--- src/pkg/rmm_pkg.sv ---
// constants for the receive-module monitor register bank
`default_nettype none

package rmm_pkg;

   ////////////////////////////////////////////////////////////////////////////
   // bus geometry: one printed offset is one register index, one 32-bit word
   localparam int          BUS_ADDR_W   = 9;
   localparam int          BUS_DATA_W   = 32;
   localparam int          IDX_W        = 7;
   localparam int          BYTE_W       = 8;
   localparam int          MON_W        = 16;
   localparam int          NUM_PAIRS    = 10;
   localparam logic [1:0]  WORD_ALIGNED = 2'h0;

   ////////////////////////////////////////////////////////////////////////////
   // register indices (byte address is four times the index)
   localparam logic [6:0]  IDX_ALARM      = 7'h1b;
   localparam logic [6:0]  IDX_TEMP_INT   = 7'h1c;
   localparam logic [6:0]  IDX_TEMP_FRAC  = 7'h1d;
   localparam logic [6:0]  IDX_RSVD_A_LO  = 7'h1e;
   localparam logic [6:0]  IDX_RSVD_A_HI  = 7'h1f;
   localparam logic [6:0]  IDX_V33_HI     = 7'h20;
   localparam logic [6:0]  IDX_V25_HI     = 7'h22;
   localparam logic [6:0]  IDX_RSVD_B_LO  = 7'h24;
   localparam logic [6:0]  IDX_RSVD_B_HI  = 7'h3f;
   localparam logic [6:0]  IDX_PWR_CH11   = 7'h40;
   localparam logic [6:0]  IDX_PWR_CH10   = 7'h42;
   localparam logic [6:0]  IDX_PWR_CH9    = 7'h44;
   localparam logic [6:0]  IDX_PWR_CH8    = 7'h46;
   localparam logic [6:0]  IDX_PWR_CH7    = 7'h48;
   localparam logic [6:0]  IDX_PWR_CH6    = 7'h4a;
   localparam logic [6:0]  IDX_PWR_CH5    = 7'h4c;
   localparam logic [6:0]  IDX_IRQ_STATUS = 7'h50;
   localparam logic [6:0]  IDX_IRQ_MASK   = 7'h51;

   // upper-byte index of each two-byte monitor; slot 0 is the temperature
   localparam logic [9:0][6:0] MON_HI_IDX = {IDX_PWR_CH5, IDX_PWR_CH6, IDX_PWR_CH7,
                                             IDX_PWR_CH8, IDX_PWR_CH9, IDX_PWR_CH10,
                                             IDX_PWR_CH11, IDX_V25_HI, IDX_V33_HI,
                                             IDX_TEMP_INT};

   ////////////////////////////////////////////////////////////////////////////
   // alarm byte layout, shared by the irq status and mask registers
   localparam int          BIT_HI_CH1   = 7;
   localparam int          BIT_LO_CH1   = 6;
   localparam int          BIT_HI_CH0   = 3;
   localparam int          BIT_LO_CH0   = 2;
   localparam logic [7:0]  ALARM_BITS   = 8'hcc;
   localparam logic [7:0]  ALARM_RESET  = 8'h00;
   localparam logic [15:0] SHADOW_RESET = 16'h0000;
   localparam logic [31:0] RDATA_ZERO   = 32'h0000_0000;

endpackage : rmm_pkg

`default_nettype wire

--- src/rmm_regs.sv ---
// receive-module monitor register bank with an avalon-mm slave port
//
// Function
// - alarm byte 27 bit 7 is channel 1 high power, bit 6 channel 1 low.
// - alarm byte 27 bit 3 is channel 0 high power, bit 2 channel 0 low.
// - alarm byte bits 5-4 and 1-0 are reserved, read-only, read zero.
// - a flag reads one once its condition occurred and stays set until read.
// - reading the alarm byte returns latches, then clears flags whose condition left.
// - byte 28 returns temperature integer part, signed two's complement degrees.
// - byte 29 returns temperature fraction in 1/256 degree steps.
// - bytes 32-33 return 3.3 V supply in 100 uV steps, 32 is upper.
// - bytes 34-35 return 2.5 V supply in 100 uV steps, 34 is upper.
// - reserved bytes 30-31 and 36-63 always read zero.
// - each channel power monitor is a 16-bit count of 0.1 uW steps.
// - power pairs start at 64 with channel 11, descending to channel 5 at 76.
// - in each power pair the lower-addressed byte holds the upper eight bits.
`timescale 1ns/1ps
`default_nettype none

module rmm_regs
   import rmm_pkg::*;
(
   input  wire logic                          clk,
   input  wire logic                          reset,
   // avalon-mm slave
   input  wire logic [rmm_pkg::BUS_ADDR_W-1:0] address,
   input  wire logic                          read,
   input  wire logic                          write,
   input  wire logic [rmm_pkg::BUS_DATA_W-1:0] writedata,
   input  wire logic [3:0]                    byteenable,
   output var  logic [rmm_pkg::BUS_DATA_W-1:0] readdata,
   output var  logic                          waitrequest,
   // live power conditions, level
   input  wire logic                          alarm_high_ch1,
   input  wire logic                          alarm_low_ch1,
   input  wire logic                          alarm_high_ch0,
   input  wire logic                          alarm_low_ch0,
   // live measurements
   input  wire logic [7:0]                    temp_integer,
   input  wire logic [7:0]                    temp_fraction,
   input  wire logic [15:0]                   supply_3v3,
   input  wire logic [15:0]                   supply_2v5,
   input  wire logic [15:0]                   rx_power_ch11,
   input  wire logic [15:0]                   rx_power_ch10,
   input  wire logic [15:0]                   rx_power_ch9,
   input  wire logic [15:0]                   rx_power_ch8,
   input  wire logic [15:0]                   rx_power_ch7,
   input  wire logic [15:0]                   rx_power_ch6,
   input  wire logic [15:0]                   rx_power_ch5,
   // interrupt, level
   output var  logic                          irq
);
   import rmm_pkg::*;

   ////////////////////////////////////////////////////////////////////////////
   // declarations
   logic [IDX_W-1:0]       idx;
   logic                   idx_ok;
   logic                   req;
   logic                   start;
   logic                   accept;
   logic                   rd_start;
   logic                   rd_accept;
   logic                   wr_accept;
   logic                   hit_alarm;
   logic                   hit_stat;
   logic                   hit_mask;
   logic [7:0]             alarm_flags;
   logic [7:0]             alarm_cond;
   logic [7:0]             alarm_reported;
   logic [7:0]             alarm_clear;
   logic [7:0]             alarm_events;
   logic [7:0]             next_alarm_flags;
   logic [7:0]             irq_status;
   logic [7:0]             irq_mask;
   logic [7:0]             stat_w1c;
   logic [7:0]             next_irq_status;
   logic [7:0]             next_irq_mask;
   logic [7:0]             ctrl_byte;
   logic [7:0]             mon_byte;
   logic [BUS_DATA_W-1:0]  next_readdata;
   logic [NUM_PAIRS-1:0][MON_W-1:0] mon_val;
   logic [MON_W-1:0]                shadow [NUM_PAIRS];
   logic [NUM_PAIRS:0][7:0]         pair_or;

   ////////////////////////////////////////////////////////////////////////////
   // bus decode: a request is seen with waitrequest high and answered the next
   // cycle; this costs one wait state but lets readdata come from a flop
   assign idx       = address[BUS_ADDR_W-1:2];
   assign idx_ok    = (address[1:0] == WORD_ALIGNED);
   assign req       = read | write;
   assign start     = req & waitrequest;
   assign accept    = req & ~waitrequest;
   assign rd_start  = read & waitrequest;
   assign rd_accept = read & ~waitrequest;
   assign wr_accept = write & ~waitrequest & byteenable[0];
   assign hit_alarm = idx_ok & (idx == IDX_ALARM);
   assign hit_stat  = idx_ok & (idx == IDX_IRQ_STATUS);
   assign hit_mask  = idx_ok & (idx == IDX_IRQ_MASK);

   // handshake flop
   always_ff @(posedge clk or posedge reset)
   begin
      if (reset)
         waitrequest <= 1'b1;
      else
         waitrequest <= ~start;
   end

   ////////////////////////////////////////////////////////////////////////////
   // alarm latches: live conditions in the byte layout, reserved bits forced 0
   assign alarm_cond = {alarm_high_ch1, alarm_low_ch1, 2'b00,
                        alarm_high_ch0, alarm_low_ch0, 2'b00} & ALARM_BITS;

   // only bits shown to software by this read are cleared, so a condition that
   // rises between capture and accept is not lost; a live condition always wins
   assign alarm_clear      = (rd_accept & hit_alarm) ? alarm_reported : 8'h00;
   assign next_alarm_flags = alarm_cond | (alarm_flags & ~alarm_clear);
   assign alarm_events     = alarm_cond & ~alarm_flags;

   // latch flops; writes never reach them
   always_ff @(posedge clk or posedge reset)
   begin
      if (reset)
         alarm_flags <= ALARM_RESET;
      else
         alarm_flags <= next_alarm_flags & ALARM_BITS;
   end

   // snapshot of what the pending alarm read returns
   always_ff @(posedge clk or posedge reset)
   begin
      if (reset)
         alarm_reported <= ALARM_RESET;
      else if (rd_start & hit_alarm)
         alarm_reported <= alarm_flags;
   end

   ////////////////////////////////////////////////////////////////////////////
   // interrupt status (write one to clear, new event wins) and mask
   assign stat_w1c        = (wr_accept & hit_stat) ? writedata[7:0] : 8'h00;
   assign next_irq_status = ((irq_status & ~stat_w1c) | alarm_events) & ALARM_BITS;
   assign next_irq_mask   = (wr_accept & hit_mask) ? (writedata[7:0] & ALARM_BITS)
                                                   : irq_mask;

   // irq flops; irq trails the status by one cycle
   always_ff @(posedge clk or posedge reset)
   begin
      if (reset)
      begin
         irq_status <= ALARM_RESET;
         irq_mask   <= ALARM_RESET;
         irq        <= 1'b0;
      end
      else
      begin
         irq_status <= next_irq_status;
         irq_mask   <= next_irq_mask;
         irq        <= |(irq_status & irq_mask);
      end
   end

   ////////////////////////////////////////////////////////////////////////////
   // two-byte monitors, slot order follows MON_HI_IDX
   assign mon_val[0] = {temp_integer, temp_fraction};
   assign mon_val[1] = supply_3v3;
   assign mon_val[2] = supply_2v5;
   assign mon_val[3] = rx_power_ch11;
   assign mon_val[4] = rx_power_ch10;
   assign mon_val[5] = rx_power_ch9;
   assign mon_val[6] = rx_power_ch8;
   assign mon_val[7] = rx_power_ch7;
   assign mon_val[8] = rx_power_ch6;
   assign mon_val[9] = rx_power_ch5;
   assign pair_or[0] = 8'h00;

   // per slot: upper byte live, lower byte from the copy taken with the upper
   for (genvar p = 0; p < NUM_PAIRS; p++)
   begin : g_pair
      logic       hit_hi;
      logic       hit_lo;
      logic [7:0] slot_byte;

      assign hit_hi    = idx_ok & (idx == MON_HI_IDX[p]);
      assign hit_lo    = idx_ok & (idx == (MON_HI_IDX[p] | 7'h01));
      assign slot_byte = hit_hi ? mon_val[p][15:8] :
                         hit_lo ? shadow[p][7:0]   : 8'h00;
      assign pair_or[p+1] = pair_or[p] | slot_byte;

      // whole value is frozen when the upper byte is read
      always_ff @(posedge clk or posedge reset)
      begin
         if (reset)
            shadow[p] <= SHADOW_RESET;
         else if (rd_start & hit_hi)
            shadow[p] <= mon_val[p];
      end
   end

   assign mon_byte = pair_or[NUM_PAIRS];

   ////////////////////////////////////////////////////////////////////////////
   // read mux: anything not decoded, reserved gaps included, returns zero
   assign ctrl_byte = hit_alarm ? alarm_flags :
                      hit_stat  ? irq_status  :
                      hit_mask  ? irq_mask    : 8'h00;
   assign next_readdata = {24'h00_0000, ctrl_byte | mon_byte};

   // read data flop, loaded when the request is first seen
   always_ff @(posedge clk or posedge reset)
   begin
      if (reset)
         readdata <= RDATA_ZERO;
      else if (rd_start)
         readdata <= next_readdata;
   end

   ////////////////////////////////////////////////////////////////////////////
   // checks
   logic [7:0] ast_lo_copy;
   logic       ast_rd_ans;

   assign ast_rd_ans = rd_accept & idx_ok;

   // reference copy of the 3.3 V lower byte at its upper-byte read
   always_ff @(posedge clk or posedge reset)
   begin
      if (reset)
         ast_lo_copy <= 8'h00;
      else if (rd_start & idx_ok & (idx == IDX_V33_HI))
         ast_lo_copy <= supply_3v3[7:0];
   end

   AST_ALARM_HI1_SETS: assert property (@(posedge clk) disable iff (reset)
      alarm_high_ch1 |=> alarm_flags[BIT_HI_CH1])
      else $error("channel 1 high alarm not latched");

   AST_ALARM_LO0_SETS: assert property (@(posedge clk) disable iff (reset)
      alarm_low_ch0 |=> alarm_flags[BIT_LO_CH0])
      else $error("channel 0 low alarm not latched");

   AST_ALARM_RSVD_ZERO: assert property (@(posedge clk) disable iff (reset)
      (ast_rd_ans & (idx == IDX_ALARM)) |-> (readdata[5:4] == 2'b00 &&
                                             readdata[1:0] == 2'b00 &&
                                             readdata[31:8] == 24'h00_0000))
      else $error("reserved alarm bits read nonzero");

   AST_ALARM_HOLDS: assert property (@(posedge clk) disable iff (reset)
      (alarm_flags[BIT_HI_CH0] && !(rd_accept && hit_alarm))
         |=> alarm_flags[BIT_HI_CH0])
      else $error("latched alarm dropped without a read");

   AST_ALARM_CLEARS: assert property (@(posedge clk) disable iff (reset)
      (rd_accept && hit_alarm && readdata[BIT_LO_CH1] && !alarm_low_ch1)
         |=> !alarm_flags[BIT_LO_CH1])
      else $error("alarm read did not clear a gone condition");

   AST_ALARM_READ_VALUE: assert property (@(posedge clk) disable iff (reset)
      (rd_start && hit_alarm) |=> (readdata[7:0] == $past(alarm_flags)))
      else $error("alarm read returned wrong latch value");

   AST_TEMP_INT: assert property (@(posedge clk) disable iff (reset)
      (ast_rd_ans & (idx == IDX_TEMP_INT)) |-> (readdata[7:0] == $past(temp_integer)))
      else $error("temperature integer byte wrong");

   AST_V33_UPPER: assert property (@(posedge clk) disable iff (reset)
      (ast_rd_ans & (idx == IDX_V33_HI)) |-> (readdata[7:0] == $past(supply_3v3[15:8])))
      else $error("3.3 V upper byte wrong");

   AST_V33_LOWER_PAIRED: assert property (@(posedge clk) disable iff (reset)
      (ast_rd_ans & (idx == (IDX_V33_HI | 7'h01))) |-> (readdata[7:0] == ast_lo_copy))
      else $error("3.3 V lower byte not from the same capture");

   AST_V25_UPPER: assert property (@(posedge clk) disable iff (reset)
      (ast_rd_ans & (idx == IDX_V25_HI)) |-> (readdata[7:0] == $past(supply_2v5[15:8])))
      else $error("2.5 V upper byte wrong");

   AST_RSVD_ZERO: assert property (@(posedge clk) disable iff (reset)
      (ast_rd_ans & ((idx >= IDX_RSVD_A_LO && idx <= IDX_RSVD_A_HI) ||
                     (idx >= IDX_RSVD_B_LO && idx <= IDX_RSVD_B_HI)))
         |-> (readdata == RDATA_ZERO))
      else $error("reserved byte read nonzero");

   AST_PWR_CH11_UPPER: assert property (@(posedge clk) disable iff (reset)
      (ast_rd_ans & (idx == IDX_PWR_CH11)) |-> (readdata[7:0] == $past(rx_power_ch11[15:8])))
      else $error("channel 11 power upper byte wrong");

   AST_PWR_CH5_UPPER: assert property (@(posedge clk) disable iff (reset)
      (ast_rd_ans & (idx == IDX_PWR_CH5)) |-> (readdata[7:0] == $past(rx_power_ch5[15:8])))
      else $error("channel 5 power upper byte wrong");

   AST_WRITE_IGNORED: assert property (@(posedge clk) disable iff (reset)
      (write && !waitrequest && hit_alarm && alarm_cond == 8'h00) |=> $stable(alarm_flags))
      else $error("write disturbed the alarm latches");

   AST_ANSWER_ONE_WAIT: assert property (@(posedge clk) disable iff (reset)
      (req && waitrequest) |=> (!waitrequest ##1 waitrequest))
      else $error("bus answer not after exactly one wait state");

   AST_IRQ_FOLLOWS: assert property (@(posedge clk) disable iff (reset)
      (|(irq_status & irq_mask)) |=> irq)
      else $error("irq not raised for an unmasked status bit");

   COV_ALARM_READ_CLEAR: cover property (@(posedge clk) disable iff (reset)
      rd_accept && hit_alarm && (readdata[7:0] != 8'h00) ##1 (alarm_flags == 8'h00));

   COV_PAIR_READ: cover property (@(posedge clk) disable iff (reset)
      (ast_rd_ans && idx == IDX_PWR_CH11) ##[1:20]
      (ast_rd_ans && idx == (IDX_PWR_CH11 | 7'h01)));

   COV_IRQ: cover property (@(posedge clk) disable iff (reset) $rose(irq));

   COV_BACK_TO_BACK: cover property (@(posedge clk) disable iff (reset)
      accept ##1 (req && waitrequest));

endmodule : rmm_regs

`default_nettype wire

--- config.mk ---
export PLATFORM = sky130hd
export DESIGN_NAME = rmm_regs
export DESIGN_NICKNAME = d
export VERILOG_FILES = /design/src/pkg/rmm_pkg.sv /design/src/rmm_regs.sv
export SDC_FILE = /design/constraint.sdc
export NUM_CORES = 1
export LEC_CHECK = 0
export ABC_AREA = 1
export BUFFER_PORTS_ARGS = -buffer_cell sky130_fd_sc_hd__buf_2
export CORE_MARGIN = 4
export CORE_UTILIZATION = 45
export CTS_CLUSTER_SIZE = 25
export DETAILED_ROUTE_END_ITERATION = 10
export GPL_TIMING_DRIVEN = 1
export PLACE_DENSITY = 0.75
export SLEW_MARGIN = 20
export SYNTH_ARGS = -nofsm -noshare
export SYNTH_HDL_FRONTEND = slang
export SYNTH_SLANG_ARGS = --single-unit
--- constraint.sdc ---
create_clock -name clk -period 3.5 [get_ports clk]
set_input_delay 0.35 -clock clk [delete_from_list [all_inputs] [get_ports clk]]
set_output_delay 0.35 -clock clk [all_outputs]
set_load 0.05 [all_outputs]
==> summary.md <==
| Metric | Value |
|---|---|
| Status | `finished, final reports clean` |
| Synthesis warning total | `0` |
| Antenna cell count | `0` |
| FMAX | `457.9 MHz` |
| FF+latch count, synth | `106` |
| Worst Setup End Kind | `flip-flop` |
| Core Box Area | `13450 µm²` |
| Antenna-violating nets left | `0` |
| RSZ-0062 raised after global routing | `no` |
| Final WL | `20740 µm` |
| GR met3 Demand/Resource | `6.351%` |
| Syn Std Cell Area | `6265 µm²` |
| Ports | `247` |
| Final hold violation count | `0` |
| Slew Limit Headroom | `44.68%` |
| RD Place Congestion | `0.8988` |
| # resized after CTS | `0` |
| Synth-to-layout area growth | `21.31%` |
| Vert. Die Dim | `126.0 µm` |
| Start point of the critical path | `waitrequest` |
| Clock buffer count from CTS | `9` |
| Final setup viols | `0` |
| Worst r2r src | `waitrequest` |
| DP HPWL | `16080 µm` |
| Pin count of the biggest net entering global routing | `53` |
| Syn Area/Cell | `8.211 µm²` |
| Clk slew on worst S/H paths | `70 ps` |
| Area after DPL | `7297 µm²` |
| Largest fanout on the critical path | `25` |
| CP required | `3740 ps` |
| Post-CTS setup buffers | `0` |
| Grt ovf | `0` |
| Grt peak-use layer | `met2` |
| Met1 Track Usage GR | `33.66%` |
| Num Clock Sinks | `106` |
| PortBufs | `191` |
| Register Area | `2654 µm²` |
| CP max stage delay | `560 ps` |
| Async set-or-reset flop fraction in the synthesized netlist | `100.0%` |
| Fill cells | `1259` |
| Startpoint type of the worst setup path | `flip-flop` |
| CTS tree | `built` |
| Top cells by count, synth | `nand2_1 (191), dfrtp_1 (105), nand3_1 (98), nor2_1 (97), mux2_2 (66)` |
| DRC Markers | `0` |
| Reg-to-reg endpoint | `shadow[54]` |
| Detailed-route wire length per cell | `18.25 µm` |
| Full die area | `15870 µm²` |
| Max-slew violations | `0` |
| Critical Path AT | `2420 ps` |
| Worst reg-to-reg path cell count | `4` |
| Worst path most repeated cell | `nand2_1` |
| Dominant cell by count in the synthesized netlist | `nand2_1` |
| Slowest stage cell, crit path | `dfstp_2` |
| Initial Util | `46.57%` |
| Synth top area cells | `dfrtp_1 (42%), mux2_2 (12%), nand2_1 (11%)` |
| Die width | `126.0 µm` |
| Maximum VDD drop | `0.2492 mV` |
| Crit path setup slack, layout | `1316 ps` |
| Max clock buf depth | `2` |
| Clk_skew | `10.42 ps` |
| Crit path kind | `reg -> reg` |
| Routed vias/inst | `5.311` |
| Post-route cell area | `7600 µm²` |
| P_leak | `0.004221 µW` |
| CP delay by family, top | `simple AND/OR/NAND/NOR gates` |
| First-pass GRT wire length | `31380 µm` |
| DR pass1 iterations | `5` |
| Area of the multi-input gates | `3191 µm²` |
| Worst skew pair latency | `360 ps` |
| Hold crit path type | `in -> async` |
| Vias in the first global route | `5812` |
| Htree depth | `3` |
| Clock root buffer | `clkbuf_16` |
| Period utilization | `62.39%` |
| Rows | `42` |
| Routed vias | `6033` |
| Reg2Reg Setup Slack | `1320 ps` |
| Setup WS pre-CTS | `1069 ps` |
| Number of flops mapped to enable cells by yosys | `0` |
| Tmin final | `2184 ps` |
| Mapped Cells | `763` |
| Yosys cell types | `33` |
| Starting DRC count in detailed routing | `525` |
| Max_cap viols | `0` |
| Synth area leader | `dfrtp_1` |
| Synth top area share | `41.94%` |
| Nets | `1168` |
| Share of layout cells above drive strength 1 | `34.06%` |
| Initial antenna violation count | `0` |
| Met2 global-route usage | `42.00%` |
| Worst-Margin Slew | `828.9 ps` |
| CP Buf/Inv Count | `1` |
| Total negative slack | `0 ps` |
| Hold-fix buffers, CTS | `0` |
| Sequential area share after synthesis | `42.36%` |
| Overall Global Routing Usage | `25.75%` |
| Critical Path, Cell by Cell | `nand2_1 -> inv_2 -> nand2_1 -> mux2_2` |
| PD cells | `362.5 nW/µm²` |
| Top_reg_cell synth | `dfrtp_1` |
cell usage in the layout, fill, tap and decap left out:
cell type and count:
and3_1 2, mux2_1 2, and2_0 1, nand3_2 2
clkbuf_1 1, nor2_4 7, o21ai_0 23, inv_6 2
inv_2 5, mux2_4 8, bufinv_16 1, nand2_2 4
nand2_4 5, buf_2 191, a21boi_0 1, clkbuf_8 1
nand2_1 191, nor2_2 13, nor2_8 1, buf_4 6
inv_4 1, dfstp_2 1, o21ai_1 1, nand3_1 98
inv_1 55, clkinvlp_4 1, nor3_1 3, conb_1 24
nand3_4 2, nand4_1 4, nor2_1 97, a21oi_1 19
nand3b_1 5, mux2_2 66, dfrtp_1 105, clkbuf_16 9
clkinv_2 1, a22oi_1 1
kinds of logic after synthesis:
kind of cell / Yosys count / synth area share (%)
AO/OA/AOI/OAI: 45 / 3.675
flip-flops: 106 / 42.36
buffers and inverters: 100 / 8.089
other: 1 / 0.05986
multiplexers: 76 / 14.14
AND/OR/NAND/NOR: 435 / 31.68
worst max path at each step:
stage,to,slack [ps],cells after the start
global placement,readdata[3],1100,11
global route,shadow[51],1170,4
detailed placement,readdata[3],1070,11
finish,shadow[54],1320,4
CTS,shadow[54],1290,4
floorplan,alarm_flags[2],360,1
stage by stage:
step | hold WS (ps) | instances | total power (µW) | util [%]
global placement | 466.4 | 1120 | 1732 | 54.24
CTS | 108.6 | 1136 | 2766 | 56.49
detailed placement | 472.4 | 1120 | 1737 | 54.24
floorplan | 413.0 | 786 | 1574 | -
global route | 140.3 | 1136 | 2860 | 56.49
finish | 91.39 | 1136 | 2755 | 56.49
sequential cells by signal, indices dropped and copies added, names as in the netlist:
signal	cells
irq_mask	4
alarm_flags	4
irq	1
shadow	80
waitrequest	1
readdata	8
irq_status	4
alarm_reported	4
cell type report:
cell class / count / share of cell area (%)
flip-flops and latches: 106 / 34.92
inverters: 61 / 3.046
clock inverters: 5 / 0.7903
multi-input cells: 580 / 41.98
repair buffers: 197 / 13.17
clock buffers: 11 / 3.194
well taps: 176 / 2.898
routing by layer:
layer	share of wire [%]	vias to the layer above
li1	-	2812
met1	40	2836
met2	48	338
met3	9.7	47
met4	2.8	0
met5	0	-
where the power goes:
group / leakage [µW] / internal (µW) / total (µW) / switching (µW)
sequential: 0.00139 / 1270 / 1290 / 23.1
clock: 0.000147 / 579 / 1040 / 462
combinational: 0.00269 / 129 / 426 / 297
total: 0.00422 / 1970 / 2750 / 782
Power figures use the tool's default switching activity.
